### src/logic/mtg_pkg.sv
// Shared constants for the transmit gap and PHY control block
package mtg_pkg;
   // Register byte offsets
   localparam logic [4:0] OFF_MAC_CTRL3 = 5'h00;
   localparam logic [4:0] OFF_GAP       = 5'h04;
   localparam logic [4:0] OFF_PHY_CTRL1 = 5'h08;
   localparam logic [4:0] OFF_PHY_CTRL2 = 5'h0C;
   localparam logic [4:0] OFF_LED_CTRL  = 5'h10;
   localparam logic [4:0] OFF_MAX_LEN   = 5'h14;
   localparam logic [4:0] OFF_STATUS    = 5'h18;
   localparam logic [4:0] OFF_TX_CMD    = 5'h1C;
   // mac_control_three fields
   localparam int M3_FDX   = 0;
   localparam int M3_HUGE  = 2;
   localparam int M3_CRC   = 4;
   localparam int M3_PAD0  = 5;
   localparam int M3_PAD1  = 6;
   // phy_control_one fields
   localparam int P1_DPX   = 8;
   localparam int P1_LOOP  = 14;
   // phy_control_two fields
   localparam int P2_HDL   = 8;
   localparam int P2_JAB   = 10;
   localparam int P2_TXOFF = 13;
   localparam int P2_FLINK = 14;
   localparam logic [15:0] P2_MASK  = 16'h7FFF;
   localparam logic [7:0]  GAP_MASK = 8'h7F;
   // Per-frame control byte fields
   localparam int CB_OVR  = 0;
   localparam int CB_CRC  = 1;
   localparam int CB_PAD  = 2;
   localparam int CB_HUGE = 3;
   // Status fields
   localparam int ST_BUSY  = 0;
   localparam int ST_LINK  = 1;
   localparam int ST_ABORT = 2;
   localparam int ST_UNDER = 3;
   localparam int ST_CRCB  = 4;
   localparam int ST_DMIS  = 5;
   // Reset values
   localparam logic [15:0] MAX_LEN_RST = 16'h05EE;
   localparam logic [15:0] LED_RST     = 16'h0120;
   // Gap offsets in nibble times
   localparam logic [7:0] GAP_ADD_FDX = 8'h03;
   localparam logic [7:0] GAP_ADD_HDX = 8'h06;
   // Frame constants
   localparam logic [7:0]  PRE_BYTE  = 8'h55;
   localparam logic [7:0]  SFD_BYTE  = 8'hD5;
   localparam logic [15:0] PRE_LAST  = 16'h0006;
   localparam logic [15:0] SFD_LAST  = 16'h0007;
   localparam logic [15:0] PAD_SHORT = 16'h003C;
   localparam logic [15:0] PAD_LONG  = 16'h0040;
   localparam logic [15:0] FCS_LAST  = 16'h0003;
   localparam logic [31:0] CRC_INIT    = 32'hFFFFFFFF;
   localparam logic [31:0] CRC_POLY    = 32'hEDB88320;
   localparam logic [31:0] CRC_RESIDUE = 32'hDEBB20E3;
   // LED selector codes
   localparam logic [3:0] LED_LINK = 4'h0;
   localparam logic [3:0] LED_TX   = 4'h1;
   localparam logic [3:0] LED_DPX  = 4'h2;
   localparam logic [3:0] LED_ON   = 4'h3;
   localparam int LED_OUT_FIRST_LSB = 8;
   localparam int LED_OUT_SECOND_LSB = 4;
   typedef enum logic [2:0] {
      MTG_IDLE = 3'b000,
      MTG_PRE  = 3'b001,
      MTG_DATA = 3'b011,
      MTG_PAD  = 3'b010,
      MTG_FCS  = 3'b110,
      MTG_GAP  = 3'b111
   } mtg_state_t;
endpackage

### src/logic/mtg_tx_top.sv
// Transmit gap, frame builder and PHY control with Avalon-MM registers
// What this block does
// - Full duplex: back-to-back gap is programmed value plus three nibbles.
// - Half duplex: back-to-back gap is programmed value plus six nibbles.
// - Force-link bit 14 reports link up without a partner.
// - Bit 13 of second PHY control disables the twisted-pair transmitter.
// - Bit 10 of second PHY control disables jabber correction.
// - Loopback-disable honoured only when first-control bits 8 and 14 clear.
// - LED control register chooses what each LED output shows.
// - MAC generates preamble and start delimiter itself.
// - MAC pads short frames and appends CRC when configured.
// - One control byte precedes each frame and is read first.
// - Override bit makes per-frame CRC, pad and huge bits win.
// - Per-frame pad bit zero-pads short frames to 60 bytes.
// - Per-frame CRC clear appends none and checks last four bytes.
//
// Decided for this implementation: the Avalon-MM register port and the placing of the registers.
`timescale 1ns/1ps
`default_nettype none
module mtg_tx_top
   import mtg_pkg::*;
#(
   parameter int JAB_LIMIT = 40000
) (
   // Clock, reset, enable
   input  wire logic        core_clk,
   input  wire logic        reset,
   input  wire logic        ce,
   // Avalon-MM slave
   input  wire logic [4:0]  avs_address,
   input  wire logic        avs_read,
   input  wire logic        avs_write,
   input  wire logic [31:0] avs_writedata,
   input  wire logic [3:0]  avs_byteenable,
   output logic      [31:0] avs_readdata,
   output logic             avs_waitrequest,
   // Frame bytes from buffer memory
   input  wire logic [7:0]  fr_data,
   input  wire logic        fr_valid,
   input  wire logic        fr_last,
   output logic             fr_ready,
   // Pins
   input  wire logic        link_detect,
   input  wire logic        duplex_strap,
   output logic      [3:0]  tp_tx_data,
   output logic             tp_tx_en,
   output logic      [3:0]  loop_data,
   output logic             loop_valid,
   output logic             link_up,
   output logic             led_out_first,
   output logic             led_out_second
);
   import mtg_pkg::*;

   logic [7:0]  mac_control_three_q;
   logic [7:0]  back_to_back_gap_q;
   logic [15:0] phy_control_one_q;
   logic [15:0] phy_control_two_q;
   logic [15:0] led_control_q;
   logic [15:0] max_frame_length_q;
   logic        ack_q, pend_q, abort_q, under_q, crcb_q;
   logic        acc_wr;
   logic [2:0]  lk_q, st_q;
   logic        link_q;
   logic [2:0]  strap_cnt_q;
   mtg_state_t  state_q;
   logic [7:0]  byte_q;
   logic        nib_q, last_q;
   logic [15:0] cnt_q, fc_q;
   logic [31:0] fcs_q;
   logic        ovr_crc_q, ovr_pad_q, ovr_huge_q, ovr_q;
   logic        use_crc, use_pad, use_huge;
   logic [15:0] pad_target;
   logic        byte_done, take_ctrl, load_data, end_frame;
   logic        gap_busy, crc_clear, crc_upd;
   logic [31:0] crc_next;
   logic [7:0]  gap_load;
   logic        tx_act_q;
   logic [15:0] jab_q;
   logic        jab_cut;
   logic        fdx, loop_on;
   logic [31:0] rd_d;

   // Avalon slave: one wait state, write lands on the edge that acks it
   assign avs_waitrequest = (avs_read | avs_write) & ~ack_q;
   assign acc_wr = avs_write & ack_q;

   always_ff @(posedge core_clk) begin
      if (reset) begin
         ack_q <= 1'b0;
      end else if (ce) begin
         ack_q <= (avs_read | avs_write) & ~ack_q;
      end
   end

   function automatic logic [15:0] wr16(input logic [15:0] old,
                                       input logic [31:0] wd,
                                       input logic [3:0] be);
      wr16 = old;
      if (be[0]) wr16[7:0] = wd[7:0];
      if (be[1]) wr16[15:8] = wd[15:8];
   endfunction

   // Configuration registers
   always_ff @(posedge core_clk) begin
      if (reset) begin
         mac_control_three_q <= '0;
         back_to_back_gap_q  <= '0;
         phy_control_two_q   <= '0;
         led_control_q       <= LED_RST;
         max_frame_length_q  <= MAX_LEN_RST;
      end else if (ce && acc_wr) begin
         case (avs_address)
            OFF_MAC_CTRL3: if (avs_byteenable[0]) begin
               mac_control_three_q <= avs_writedata[7:0];
            end
            OFF_GAP: if (avs_byteenable[0]) begin
               back_to_back_gap_q <= avs_writedata[7:0] & GAP_MASK;
            end
            OFF_PHY_CTRL2: phy_control_two_q <= wr16(phy_control_two_q,
               avs_writedata, avs_byteenable) & P2_MASK;
            OFF_LED_CTRL: led_control_q <= wr16(led_control_q,
               avs_writedata, avs_byteenable);
            OFF_MAX_LEN: max_frame_length_q <= wr16(max_frame_length_q,
               avs_writedata, avs_byteenable);
            default: ;
         endcase
      end
   end

   // Duplex select: strap caught after release, host may overwrite
   always_ff @(posedge core_clk) begin
      if (reset) begin
         phy_control_one_q <= '0;
         strap_cnt_q       <= '0;
      end else if (ce) begin
         if (strap_cnt_q != 3'h4) begin
            strap_cnt_q <= strap_cnt_q + 3'h1;
            if (strap_cnt_q == 3'h3) begin
               phy_control_one_q[P1_DPX] <= st_q[2];
            end
         end else if (acc_wr && avs_address == OFF_PHY_CTRL1) begin
            phy_control_one_q <= wr16(phy_control_one_q, avs_writedata,
                                      avs_byteenable);
         end
      end
   end

   // Transmit request and sticky status; set wins over clear
   always_ff @(posedge core_clk) begin
      if (reset) begin
         pend_q  <= 1'b0;
         abort_q <= 1'b0;
         under_q <= 1'b0;
         crcb_q  <= 1'b0;
      end else if (ce) begin
         if (acc_wr && avs_address == OFF_TX_CMD && avs_byteenable[0] &&
             avs_writedata[0]) begin
            pend_q <= 1'b1;
         end else if (end_frame) begin
            pend_q <= 1'b0;
         end
         if (acc_wr && avs_address == OFF_STATUS && avs_byteenable[0]) begin
            if (avs_writedata[ST_ABORT]) abort_q <= 1'b0;
            if (avs_writedata[ST_UNDER]) under_q <= 1'b0;
            if (avs_writedata[ST_CRCB])  crcb_q  <= 1'b0;
         end
         if (state_q == MTG_DATA && byte_done && !use_huge &&
             fc_q >= max_frame_length_q) begin
            abort_q <= 1'b1;
         end
         if (load_data && !fr_valid) begin
            under_q <= 1'b1;
         end
         if (state_q == MTG_DATA && byte_done && last_q && !use_crc &&
             !(use_pad && fc_q + 16'd1 < pad_target) &&
             crc_next != CRC_RESIDUE) begin
            crcb_q <= 1'b1;
         end
      end
   end

   // Read mux
   always_comb begin
      rd_d = '0;
      case (avs_address)
         OFF_MAC_CTRL3: rd_d[7:0]  = mac_control_three_q;
         OFF_GAP:       rd_d[7:0]  = back_to_back_gap_q;
         OFF_PHY_CTRL1: rd_d[15:0] = phy_control_one_q;
         OFF_PHY_CTRL2: rd_d[15:0] = phy_control_two_q;
         OFF_LED_CTRL:  rd_d[15:0] = led_control_q;
         OFF_MAX_LEN:   rd_d[15:0] = max_frame_length_q;
         OFF_STATUS: begin
            rd_d[ST_BUSY]  = pend_q;
            rd_d[ST_LINK]  = link_up;
            rd_d[ST_ABORT] = abort_q;
            rd_d[ST_UNDER] = under_q;
            rd_d[ST_CRCB]  = crcb_q;
            rd_d[ST_DMIS]  = fdx ^ phy_control_one_q[P1_DPX];
         end
         default: rd_d = '0;
      endcase
   end

   always_ff @(posedge core_clk) begin
      if (reset) begin
         avs_readdata <= '0;
      end else if (ce && avs_read && !ack_q) begin
         avs_readdata <= rd_d;
      end
   end

   // Pin synchronisers; link change accepted when stages two and three agree
   always_ff @(posedge core_clk) begin
      if (reset) begin
         lk_q   <= '0;
         st_q   <= '0;
         link_q <= 1'b0;
      end else if (ce) begin
         lk_q <= {lk_q[1:0], link_detect};
         st_q <= {st_q[1:0], duplex_strap};
         if (lk_q[1] == lk_q[2]) begin
            link_q <= lk_q[2];
         end
      end
   end

   assign link_up = link_q | phy_control_two_q[P2_FLINK];
   assign fdx = mac_control_three_q[M3_FDX];

   // Per-frame override selects the frame settings
   assign use_crc  = ovr_q ? ovr_crc_q  : mac_control_three_q[M3_CRC];
   assign use_pad  = ovr_q ? ovr_pad_q  : mac_control_three_q[M3_PAD0];
   assign use_huge = ovr_q ? ovr_huge_q : mac_control_three_q[M3_HUGE];
   assign pad_target = (ovr_q || !mac_control_three_q[M3_PAD1]) ?
                       PAD_SHORT : PAD_LONG;

   assign byte_done = nib_q;
   assign take_ctrl = state_q == MTG_IDLE && pend_q && fr_valid &&
                      !gap_busy;
   assign load_data = byte_done && ((state_q == MTG_PRE && cnt_q == SFD_LAST)
                      || (state_q == MTG_DATA && !last_q &&
                          !(!use_huge && fc_q >= max_frame_length_q)));
   assign fr_ready = ce && (take_ctrl || load_data);
   assign end_frame = ce && state_q != MTG_GAP && state_q != MTG_IDLE &&
                      byte_done && (
      (state_q == MTG_PRE  && cnt_q == SFD_LAST && !fr_valid) ||
      (state_q == MTG_DATA && !use_huge && fc_q >= max_frame_length_q) ||
      (state_q == MTG_DATA && !last_q && !fr_valid) ||
      (state_q == MTG_DATA && last_q && !use_crc &&
       !(use_pad && fc_q + 16'd1 < pad_target)) ||
      (state_q == MTG_PAD && fc_q + 16'd1 >= pad_target && !use_crc) ||
      (state_q == MTG_FCS && cnt_q == FCS_LAST));

   assign crc_clear = take_ctrl;
   assign crc_upd = byte_done && (state_q == MTG_DATA || state_q == MTG_PAD);
   assign gap_load = back_to_back_gap_q +
                     (fdx ? GAP_ADD_FDX : GAP_ADD_HDX);

   mtg_crc32 u_crc (
      .core_clk (core_clk),
      .reset    (reset),
      .ce       (ce),
      .clear    (crc_clear),
      .update   (crc_upd),
      .data     (byte_q),
      .crc_next (crc_next)
   );

   mtg_gap_timer #(.W(8)) u_gap (
      .core_clk (core_clk),
      .reset    (reset),
      .ce       (ce),
      .start    (end_frame),
      .nibbles  (gap_load),
      .busy     (gap_busy)
   );

   // Frame sequencer: preamble, data, pad, FCS, gap
   always_ff @(posedge core_clk) begin
      if (reset) begin
         state_q    <= MTG_IDLE;
         byte_q     <= '0;
         nib_q      <= 1'b0;
         last_q     <= 1'b0;
         cnt_q      <= '0;
         fc_q       <= '0;
         fcs_q      <= '0;
         ovr_q      <= 1'b0;
         ovr_crc_q  <= 1'b0;
         ovr_pad_q  <= 1'b0;
         ovr_huge_q <= 1'b0;
      end else if (ce) begin
         if (state_q != MTG_IDLE && state_q != MTG_GAP) begin
            nib_q <= ~nib_q;
         end
         if (end_frame) begin
            state_q <= MTG_GAP;
            nib_q   <= 1'b0;
         end else begin
            case (state_q)
               MTG_IDLE: if (take_ctrl) begin
                  ovr_q      <= fr_data[CB_OVR];
                  ovr_crc_q  <= fr_data[CB_CRC];
                  ovr_pad_q  <= fr_data[CB_PAD];
                  ovr_huge_q <= fr_data[CB_HUGE];
                  byte_q     <= PRE_BYTE;
                  cnt_q      <= '0;
                  fc_q       <= '0;
                  nib_q      <= 1'b0;
                  state_q    <= MTG_PRE;
               end
               MTG_PRE: if (byte_done) begin
                  cnt_q  <= cnt_q + 16'd1;
                  byte_q <= (cnt_q == PRE_LAST) ? SFD_BYTE : PRE_BYTE;
                  if (load_data) begin
                     byte_q  <= fr_data;
                     last_q  <= fr_last;
                     state_q <= MTG_DATA;
                  end
               end
               MTG_DATA: if (byte_done) begin
                  fc_q <= fc_q + 16'd1;
                  if (load_data) begin
                     byte_q <= fr_data;
                     last_q <= fr_last;
                  end else if (use_pad && fc_q + 16'd1 < pad_target) begin
                     byte_q  <= '0;
                     state_q <= MTG_PAD;
                  end else begin
                     fcs_q   <= ~crc_next;
                     byte_q  <= ~crc_next[7:0];
                     cnt_q   <= '0;
                     state_q <= MTG_FCS;
                  end
               end
               MTG_PAD: if (byte_done) begin
                  fc_q <= fc_q + 16'd1;
                  if (fc_q + 16'd1 >= pad_target) begin
                     fcs_q   <= ~crc_next;
                     byte_q  <= ~crc_next[7:0];
                     cnt_q   <= '0;
                     state_q <= MTG_FCS;
                  end
               end
               MTG_FCS: if (byte_done) begin
                  cnt_q  <= cnt_q + 16'd1;
                  fcs_q  <= fcs_q >> 8;
                  byte_q <= fcs_q[15:8];
               end
               MTG_GAP: if (!gap_busy) begin
                  state_q <= MTG_IDLE;
               end
               default: state_q <= MTG_IDLE;
            endcase
         end
      end
   end

   // Nibble output, jabber guard, loopback
   always_ff @(posedge core_clk) begin
      if (reset) begin
         tp_tx_data <= '0;
         tx_act_q   <= 1'b0;
         jab_q      <= '0;
      end else if (ce) begin
         tx_act_q   <= state_q != MTG_IDLE && state_q != MTG_GAP;
         tp_tx_data <= nib_q ? byte_q[7:4] : byte_q[3:0];
         if (!tx_act_q) begin
            jab_q <= '0;
         end else if (jab_q != JAB_LIMIT[15:0]) begin
            jab_q <= jab_q + 16'd1;
         end
      end
   end

   assign jab_cut = (jab_q == JAB_LIMIT[15:0]) &&
                    !phy_control_two_q[P2_JAB];
   assign tp_tx_en = tx_act_q && !phy_control_two_q[P2_TXOFF] &&
                     !jab_cut;
   assign loop_on = phy_control_one_q[P1_LOOP] ||
                    (!phy_control_one_q[P1_DPX] &&
                     !phy_control_two_q[P2_HDL]);
   assign loop_valid = tx_act_q && loop_on;
   assign loop_data = tp_tx_data;

   // LED selection
   function automatic logic led_pick(input logic [3:0] sel,
                                     input logic lk, input logic tx,
                                     input logic dp);
      case (sel)
         LED_LINK: led_pick = lk;
         LED_TX:   led_pick = tx;
         LED_DPX:  led_pick = dp;
         LED_ON:   led_pick = 1'b1;
         default:  led_pick = 1'b0;
      endcase
   endfunction

   assign led_out_first = led_pick(led_control_q[LED_OUT_FIRST_LSB+:4], link_up,
      tx_act_q, phy_control_one_q[P1_DPX]);
   assign led_out_second = led_pick(led_control_q[LED_OUT_SECOND_LSB+:4], link_up,
      tx_act_q, phy_control_one_q[P1_DPX]);
endmodule
`default_nettype wire

### src/logic/mtg_crc32.sv
// Byte-wide CRC-32 accumulator for the transmit path
`timescale 1ns/1ps
`default_nettype none
module mtg_crc32 (
   // Clock and reset
   input  wire logic        core_clk,
   input  wire logic        reset,
   input  wire logic        ce,
   // Control and data
   input  wire logic        clear,
   input  wire logic        update,
   input  wire logic [7:0]  data,
   output logic      [31:0] crc_next
);
   import mtg_pkg::*;
   logic [31:0] crc_q;

   // Combinational next value over one byte, LSB first
   always_comb begin
      crc_next = crc_q;
      for (int i = 0; i < 8; i++) begin
         if (crc_next[0] ^ data[i]) begin
            crc_next = (crc_next >> 1) ^ CRC_POLY;
         end else begin
            crc_next = crc_next >> 1;
         end
      end
   end

   always_ff @(posedge core_clk) begin
      if (reset) begin
         crc_q <= CRC_INIT;
      end else if (ce) begin
         if (clear) begin
            crc_q <= CRC_INIT;
         end else if (update) begin
            crc_q <= crc_next;
         end
      end
   end
endmodule
`default_nettype wire

### src/logic/mtg_gap_timer.sv
// Nibble-time countdown for the back-to-back gap
`timescale 1ns/1ps
`default_nettype none
module mtg_gap_timer #(
   parameter int W = 8
) (
   // Clock and reset
   input  wire logic         core_clk,
   input  wire logic         reset,
   input  wire logic         ce,
   // Control
   input  wire logic         start,
   input  wire logic [W-1:0] nibbles,
   output logic              busy
);
   logic [W-1:0] cnt_q;

   assign busy = (cnt_q != '0);

   always_ff @(posedge core_clk) begin
      if (reset) begin
         cnt_q <= '0;
      end else if (ce) begin
         if (start) begin
            cnt_q <= nibbles;
         end else if (busy) begin
            cnt_q <= cnt_q - 1'b1;
         end
      end
   end
endmodule
`default_nettype wire

### config.mk
export PLATFORM = sky130hd
export DESIGN_NAME = mtg_tx_top
export DESIGN_NICKNAME = d
export VERILOG_FILES = /design/src/logic/mtg_pkg.sv /design/src/logic/mtg_tx_top.sv /design/src/logic/mtg_crc32.sv /design/src/logic/mtg_gap_timer.sv
export SDC_FILE = /design/constraint.sdc
export NUM_CORES = 1
export LEC_CHECK = 0
export ABC_CLOCK_PERIOD_IN_PS = 4840
export BUFFER_PORTS_ARGS = -buffer_cell sky130_fd_sc_hd__clkbuf_2
export CORE_MARGIN = 5
export CORE_UTILIZATION = 55
export CTS_CLUSTER_SIZE = 20
export DETAILED_ROUTE_END_ITERATION = 6
export HOLD_SLACK_MARGIN = 0.12
export PLACE_DENSITY_LB_ADDON = 0.05
export SETUP_SLACK_MARGIN = 0.4
export SYNTH_ARGS = -nofsm -noshare
export SYNTH_HDL_FRONTEND = slang
export SYNTH_SLANG_ARGS = --single-unit
export TNS_END_PERCENT = 5
### constraint.sdc
create_clock -name core_clk -period 4.84 [get_ports core_clk]
set_input_delay 0.484 -clock core_clk [delete_from_list [all_inputs] [get_ports core_clk]]
set_output_delay 0.484 -clock core_clk [all_outputs]
set_load 0.05 [all_outputs]
==> impl_summary.md, run 1 <==
Run status
The run finished with clean final reports.

Min path
The worst min-delay path class is input port to flop. Counting instances, the worst hold path has a depth of 3. The critical hold path startpoint is duplex_strap.

Pwr
The sequential share of power is 0.468. The total leakage power is 0.00533 uW. The internal power of the cells totals 3350 uW. The share of total power dissipated in the clock network is 0.449. Of the total power, the share spent switching nets is 0.244. IR analysis of the VDD net gives a maximum drop of 0.221 mV. In this run the power spent charging and discharging nets is 1080 uW. In this run the power density over the cells is 314 nW/um^2. Of the total power, combinational logic draws 0.082.

Setup path
The critical path startpoint is fc_q[1]$_SDFFE_PP0P_. The library cell appearing most often on the critical path is ha_1. Along the worst path, the maximum fanout reaches 12. The worst setup path is captured at a flop. Counting both buffers and inverters, the worst setup path holds a total of 0. The worst setup path is launched from a flop.

Among cell families on the critical path, the largest total delay comes from simple AND/OR/NAND/NOR gates. For the worst flop-to-flop path, the logic depth is 13. The worst register-to-register path begins at fc_q[1]$_SDFFE_PP0P_. The delay contributed by the slowest stage of the critical path is 0.46 ns.

The worst endpoint data arrival time is 4.52 ns. STA puts the critical path data required time at 5.26 ns. The critical path goes through ha_1, nand4_1, nor2_1, xor2_1, ha_1, a21o_1, a221oi_4, nand4_4, nor2_4, o2111a_2, and2_1, a21oi_1, a2bb2o_1. The cell at the slowest stage of the critical path is dfxtp_1. The path length in cells of the critical path is 13.

The setup path with the least slack is of type flop to flop.

Timing
The hold violation total from the final report came to 0. On the final layout, the worst hold slack is 0.203 ns. Setup repair after global routing could not meet its margin everywhere. The clock skew is 0.00916 ns. The final critical-path required period is 4.10 ns. The top achievable clock speed is 0.244 GHz. The transition time at the pin with the least slew margin is 1.23 ns. The number of pins exceeding their max-slew limit in the final report is 0.

In the finished design, the share of the clock period the worst path needs comes to 0.847. Summed over all failing endpoints, the final setup total negative slack is 0 ns. Setup violations remaining at the end of the flow were counted as 0. The headroom to the max-slew limit is 0.177.

Layout
The non-filler instance count after layout is 1,902. The finished cells cover 14,100 sq um. The net count of the finished layout is 1,692. The share of cells above drive strength 1 is 0.100.

The synthesis-to-finish area growth is 10.8%. The antenna diode instance count is 0.

Global routing
The aggregate global routing overflow is 0. Entering global routing, the biggest net connects 89 pins. The number of global-route vias before repair came to 10,496. The number of antenna violations at the first check in global routing is 0. For this run, the total global-route usage over all layers was measured as 0.254. The first global-routing pass estimated 55.7 mm of wire.

Route
The detailed-route via count is 11,390. The number of iterations in the first detailed-routing pass is 6. The number of DRC markers after the initial detailed-route iteration is 1,075.

In the routed design, unresolved DRC markers number 0. The total length of routed wires is 34.5 mm. The per-cell via count in the routed design is 5.99. After detailed routing, the average wire length per cell comes to 18.1 um. The remaining antenna violation count is 0.

Clocking
The clock root buffer is clkbuf_16. In this run the number of H-tree levels came out at 1. The clock latency at the later pin of the worst-skew pair is 0.53 ns. In this run the deepest clock path goes through 3 buffers. The TritonCTS buffer count is 27.

TritonCTS built the clock tree. The tree built by TritonCTS fans out to 243 sinks. The clock transition at the registers of the reported paths is 0.06 ns.

Synth
The commonest cells after synthesis are 243 x dfxtp_1, 218 x nand2_1, 172 x nor2_1. The most used flip-flop cell after synthesis is dfxtp_1. The flip-flop and latch count after synthesis is 243. After technology mapping, the gate count stands at 1,553. The average cell area after synthesis is 8.21 sq um. In this run, synthesis inferred 0 flip-flops with an integrated enable. Sorting the synthesized cells by area gives the leading types as dfxtp_1 38%, nand2_1 6.4%, mux2i_1 6.3%.

In this run, distinct cell masters in the synthesized netlist total 78. The dominant cell type by area after synthesis is dfxtp_1. In this run the cell area of the synthesized design comes to 12,800 sq um.

The share of Yosys cell area claimed by the top area cell type is 0.382. The part of the Yosys area used for sequential elements is 0.382. The most common cell in the netlist is dfxtp_1. Counting flops with an async set or reset pin after synthesis yields a share of 0. The number of warning messages in the yosys log is 0.

Die
The die covers 26,300 sq um. 105 I/O pins were placed. In this run the standard cell core region covers 22,700 sq um.

The initial cell density of the core is 0.561. In this run the vertical extent of the chip is 162 um. The die is 162 um wide.

The site row count is 55.

Placement
The count of input and output buffers is 70. The number of cells after detailed placement is 1,852. At the end of routability-driven placement, the weighted congestion stood at 0.869. The cell area after placement is 13,200 sq um.

The half-perimeter wire length after detailed placement is 23.8 mm.

Job
Across the run, the number of max-cap violations was 0.
[metal layers]
| layer | wire, um | global-route usage | up-vias |
|---|---|---|---|
| met5 | 0 | 0 | - |
| met3 | 2440 | 0.0337 | 78 |
| met2 | 15100 | 0.397 | 407 |
| li1 | - | - | 5594 |
| met4 | 1000 | 0.0669 | 0 |
| met1 | 16000 | 0.371 | 5311 |
[tightest hold or removal path: stages]
cell      delay (ns)
clkbuf_2        0.09
mux2i_1         0.06
nor2_1          0.07
[state kept, by name, indices dropped and copies added, names as in the netlist, 3 cells and up]
| signal | flops |
|---|---|
| fcs_q | 24 |
| lk_q | 3 |
| phy_control_one_q | 16 |
| mac_control_three_q | 8 |
| byte_q | 8 |
| jab_q | 16 |
| cnt_q | 16 |
| st_q | 3 |
| fc_q | 16 |
| state_q | 3 |
| u_crc.crc_q | 32 |
| back_to_back_gap_q | 7 |
| loop_data | 4 |
| avs_readdata | 16 |
| max_frame_length_q | 16 |
| u_gap.cnt_q | 8 |
| strap_cnt_q | 3 |
| phy_control_two_q | 15 |
| led_control_q | 16 |
[timing repair]
| item | 4_1_cts | 5_1_grt |
|---|---|---|
| gates resized for setup | 0 | 0 |
| setup endpoints to repair | 0 | 26 |
| hold buffers | 0 | 0 |
| buffers inserted | 0 | 3 |
[metrics by stage]
step                 util  power [uW]  setup WS, ns
floorplan               -        2400          1.57
global placement    0.583        2470         0.648
detailed placement  0.583        2480         0.600
CTS                 0.621        4470         0.576
global route        0.622        4610         0.372
finish              0.622        4430         0.741
[power by group through the flow]
stage               sequential (uW)  combinational, uW  clock (uW)
global route                   2080                401        2130
floorplan                      2120                282           0
finish                         2080                365        1990
CTS                            2070                368        2020
global placement               2120                357           0
detailed placement             2120                367           0
[path summary, 6_finish.rpt]
kind                                                            end  slack, ns
worst min register to register  mac_control_three_q[3]$_SDFFE_PP0P_       0.46
worst max-delay path                           fc_q[8]$_SDFFE_PP0P_       0.74
worst max register to register                 fc_q[8]$_SDFFE_PP0P_       0.74
worst min-delay path                           st_q[0]$_SDFFE_PP0P_       0.20
[cells by family after synthesis]
family	Yosys count	synth area share
compound gates	343	0.178
mux	81	0.0637
fa+ha+maj	34	0.0334
flops	243	0.382
simple gates	609	0.222
buf+inv	138	0.0494
xor+xnor	104	0.0720
other cells	1	0.000294
[layout make-up]
cell class	instances	area, sq um
Tap cell	285	357
Clock inverter	4	51.3
Multi-Input combinational cell	1188	7340
Fill cell	2067	8580
Clock buffer	42	802
Inverter	42	158
Timing Repair Buffer	98	563
Sequential cell	243	4860
[layout by cell type (no fill, tap or decap), drive strengths merged, types with 3 or more instances in the layout]
cell and n:
dfxtp 243, nand2 219, nor2 173, clkbuf 111, a21oi 102, mux2i 80, xnor2 62, o21ai 58
nand3 55, o211ai 43, xor2 42, inv 42, a22oi 39, nor3 39, ha 34, buf 29
nand4 29, nand2b 22, o31ai 18, conb 16, nor4 16, a31oi 15, or3 14, and3 13
a211oi 13, a21o 10, nor2b 9, o22ai 7, a222oi 5, o21a 4, nor4b 4, nor3b 4
or2 3, and2 3, a311oi 3, a211o 3, o2111ai 3
No activity file was read; power rests on OpenSTA's default activity.
==> inputs of run 2 (changes only) <==
- ABC_CLOCK_PERIOD_IN_PS: 4840 -> 4200
- clock period: 4.84 -> 4.2 ns (I/O delays scaled with it)
==> impl_summary.md, run 2 (synthesis gave the netlist of run 1 again) <==
Pwr
The net switching power is 1280 uW (+18%). The total leakage power came to 0.00546 uW (+2.5%). The sequential share of power is 0.446 (-0.022). The switching fraction of total power came to 0.239 (-0.00493). The power after layout was 5360 uW (+21%). The maximum vdd drop is 0.306 mV (+39%).

The internal power is 4070 uW (+22%). The power per unit of standard cell area was 373 nW/um^2 (+19%). The logic gate share of total power is 0.078 (-0.004). The clock network fraction of design power is 0.476 (+0.027).

Layout
The register with the most flip-flops in the final layout is u_crc.crc_q. The non-filler instance count after layout is 1,918 (+0.84%). The number of nets at the end of the flow is 1,705 (+0.77%). The share of cells above drive strength 1 is 0.112 (+0.0119). The largest registers in the layout are u_crc.crc_q x32, fcs_q x24. The antenna diode instance count is 0 (unchanged). The number of fill cells in the layout is 1,989 (-3.8%). The library cells used most frequently in the layout, excluding fill and tap cells, are 243 x dfxtp_1, 217 x nand2_1, 172 x nor2_1.

The commonest non-fill, non-tap cell in the layout is dfxtp_1. The synthesis-to-finish area growth is 12.7%. The number of flip-flops under the largest register name is 32 (unchanged).

Route
The remaining antenna violation count came to 0 (unchanged). The detailed-route via count is 11,389 (-0.0088%). The mean routed wirelength per cell is 18.2 um (+0.25%). The number of iterations in the first detailed-routing pass came to 5 (-1). The total length of routed wires came to 34.9 mm (+1.1%). The count of unresolved DRC violations after routing was 0 (unchanged). The per-cell via count in the routed design is 5.94 (-0.84%). The number of DRC markers after the initial detailed-route iteration is 1,114 (+3.6%).

Global routing
The global-route wire length before repair came to 56.4 mm (+1.2%). The number of global-route vias before repair is 10,656 (+1.5%). The maximum number of pins on one net before global-route repair was 74 (-17%).

The number of antenna violations at the first check in global routing is 0 (unchanged). The overall routing resource usage was 0.257 (+0.00347). The aggregate global routing overflow is 0 (unchanged).

Clocking
The maximum level of the CTS H-tree was 1 (unchanged). The TritonCTS buffer count is 27 (unchanged). TritonCTS built the clock tree. The clock transition at the registers of the reported paths is 0.07 ns (about the same). The maximum count of clock buffers along a single path is 3 (unchanged). The number of sinks handled by clock tree synthesis is 243 (unchanged). The clock latency at the later pin of the worst-skew pair is 0.54 ns (about the same).

The clock root buffer is clkbuf_16.

Die
The core box area is 22,700 sq um (unchanged). The boundary pin count is 105 (unchanged). The initial cell density of the core is 0.561 (unchanged). The die width came to 162 um (unchanged). The site row count was 55 (unchanged). The floorplan die height came to 162 um (unchanged). The die area is 26,300 sq um (unchanged).

Min path
In this run the worst hold path is classified as input port to flop. The critical hold path startpoint is avs_writedata[15]. The cell depth of the worst hold path is 3 (unchanged).

Placement
The number of cells after detailed placement came to 1,866 (+0.76%). The half-perimeter wire length after detailed placement is 24.1 mm (+1.1%). The global placer's final weighted congestion is 0.915 (+5.3%). The count of input and output buffers is 70 (unchanged).

Setup path
The worst-case register-to-register setup slack is 0.56 ns (-0.18 ns). The type of element launching the critical path is a flop. The library cell appearing most often on the critical path is ha_1. Traced cell by cell, the critical path runs through ha_1, nand4_1, nor2_1, xor2_1, ha_1, a21o_1, a221oi_4, nand4_4, nor2_4, o2111a_2, and2_2, a21oi_1, a2bb2o_1.

The length in cells of the worst reg-to-reg path is 13 (unchanged). The biggest fanout along the worst timing path is 10 (-2). The endpoint of the worst register-to-register path is fc_q[8]$_SDFFE_PP0P_. The beginning of the worst register-to-register path is fc_q[0]$_SDFFE_PP0P_. In this run the worst setup path begins at fc_q[0]$_SDFFE_PP0P_. The path length in cells of the critical path is 13 (unchanged).

The number of buffer and inverter stages on the critical path was 0 (unchanged). The data required time of the critical path is 4.62 ns (-0.64 ns). The delay contributed by the slowest stage of the critical path was 0.44 ns (-0.02 ns).

The worst endpoint data arrival time is 4.06 ns (-0.46 ns). In this run the worst setup path terminates at fc_q[8]$_SDFFE_PP0P_. The type of the worst setup path is flop to flop. The top cell family by delay on the critical path is compound AO/OA/AOI/OAI gates.

The type of destination of the critical path is a flop. The cell at the slowest stage of the critical path is dfxtp_1.

Timing
The number of pins exceeding their max-slew limit in the final report is 0 (unchanged). The count of final setup violators was 0 (unchanged). The portion of the clock cycle consumed by the worst path in the final layout was 0.866 (+0.0190). The final critical-path required period is 3.64 ns (-0.462 ns). The transition time at the pin with the least slew margin is 1.14 ns (-0.0895 ns). The hold violation total from the final report was 0 (unchanged). The post-route setup TNS was 0 ns (unchanged).

Setup repair after global routing could not meet its margin everywhere. The clock skew was 0.0211 ns (+0.0120 ns). The headroom to the max-slew limit is 0.237 (+0.0599). The top achievable clock speed came to 0.275 GHz (+13%).

Job
The max capacitance violation total is 0 (unchanged).

Run status
The run finished with clean final reports.
==> run 2: worst register-to-register path, cell delays in order (launching register included) <==
cell      delay [ns]
dfxtp_1         0.44
ha_1            0.32
nand4_1         0.16
nor2_1          0.15
xor2_1          0.21
ha_1            0.27
a21o_1          0.19
a221oi_4        0.23
nand4_4         0.21
nor2_4          0.19
o2111a_2        0.42
and2_2          0.35
a21oi_1         0.09
a2bb2o_1        0.30
==> run 2: worst min path at each step <==
stage                                           to  slack, ns
6_report            led_control_q[15]$_SDFFE_PP0P_       0.17
5_1_grt          phy_control_two_q[7]$_SDFFE_PP0P_       0.16
4_1_cts          phy_control_two_q[7]$_SDFFE_PP0P_       0.14
3_5_place_dp         led_control_q[0]$_SDFFE_PP0P_       0.45
3_3_place_gp   mac_control_three_q[7]$_SDFFE_PP0P_       0.44
2_1_floorplan  mac_control_three_q[3]$_SDFFE_PP0P_       0.44
==> run 2: routing by layer <==
| metal | track usage | share of wire |
|---|---|---|
| met4 | 0.0561 | 0.017 |
| met3 | 0.0310 | 0.072 |
| met5 | 0 | 0 |
| met2 | 0.421 | 0.46 |
| met1 | 0.367 | 0.46 |
==> run 2: area by class of cell <==
| class | instances | area [sq um] | area share |
|---|---|---|---|
| Multi-Input combinational cell | 1187 | 7340 | 0.511 |
| Sequential cell | 243 | 4860 | 0.338 |
| Clock buffer | 36 | 759 | 0.0528 |
| Timing Repair Buffer | 112 | 698 | 0.0486 |
| Tap cell | 285 | 357 | 0.0248 |
| Clock inverter | 13 | 198 | 0.0138 |
| Inverter | 42 | 158 | 0.0110 |
==> run 2: metrics by stage <==
stage          setup slack [ns]  instance area [sq um]  hold slack [ns]  utilization
2_1_floorplan             0.931                  12800            0.436            -
3_3_place_gp              0.503                  13400            0.442        0.589
3_5_place_dp              0.503                  13400            0.447        0.589
4_1_cts                   0.456                  14400            0.145        0.632
5_1_grt                   0.350                  14400            0.160        0.633
6_report                  0.563                  14400            0.172        0.633
==> run 2: power groups by stage <==
stage | Combinational (uW) | Sequential (uW) | Clock (uW)
floorplan | 324 | 2440 | 0
global placement | 412 | 2440 | 0
detailed placement | 418 | 2440 | 0
CTS | 420 | 2390 | 2600
global route | 466 | 2400 | 2690
finish | 419 | 2390 | 2550
==> run 2: what timing repair did <==
| action | 4_1_cts | 5_1_grt |
|---|---|---|
| pin swaps | 1 | 0 |
| hold buffers | 2 | 0 |
| gates resized for setup | 0 | 5 |
| cloned | 0 | 0 |
| endpoints found under the setup margin | 1 | 28 |
| setup buffers | 1 | 0 |
| endpoints found under the hold margin | 2 | 0 |
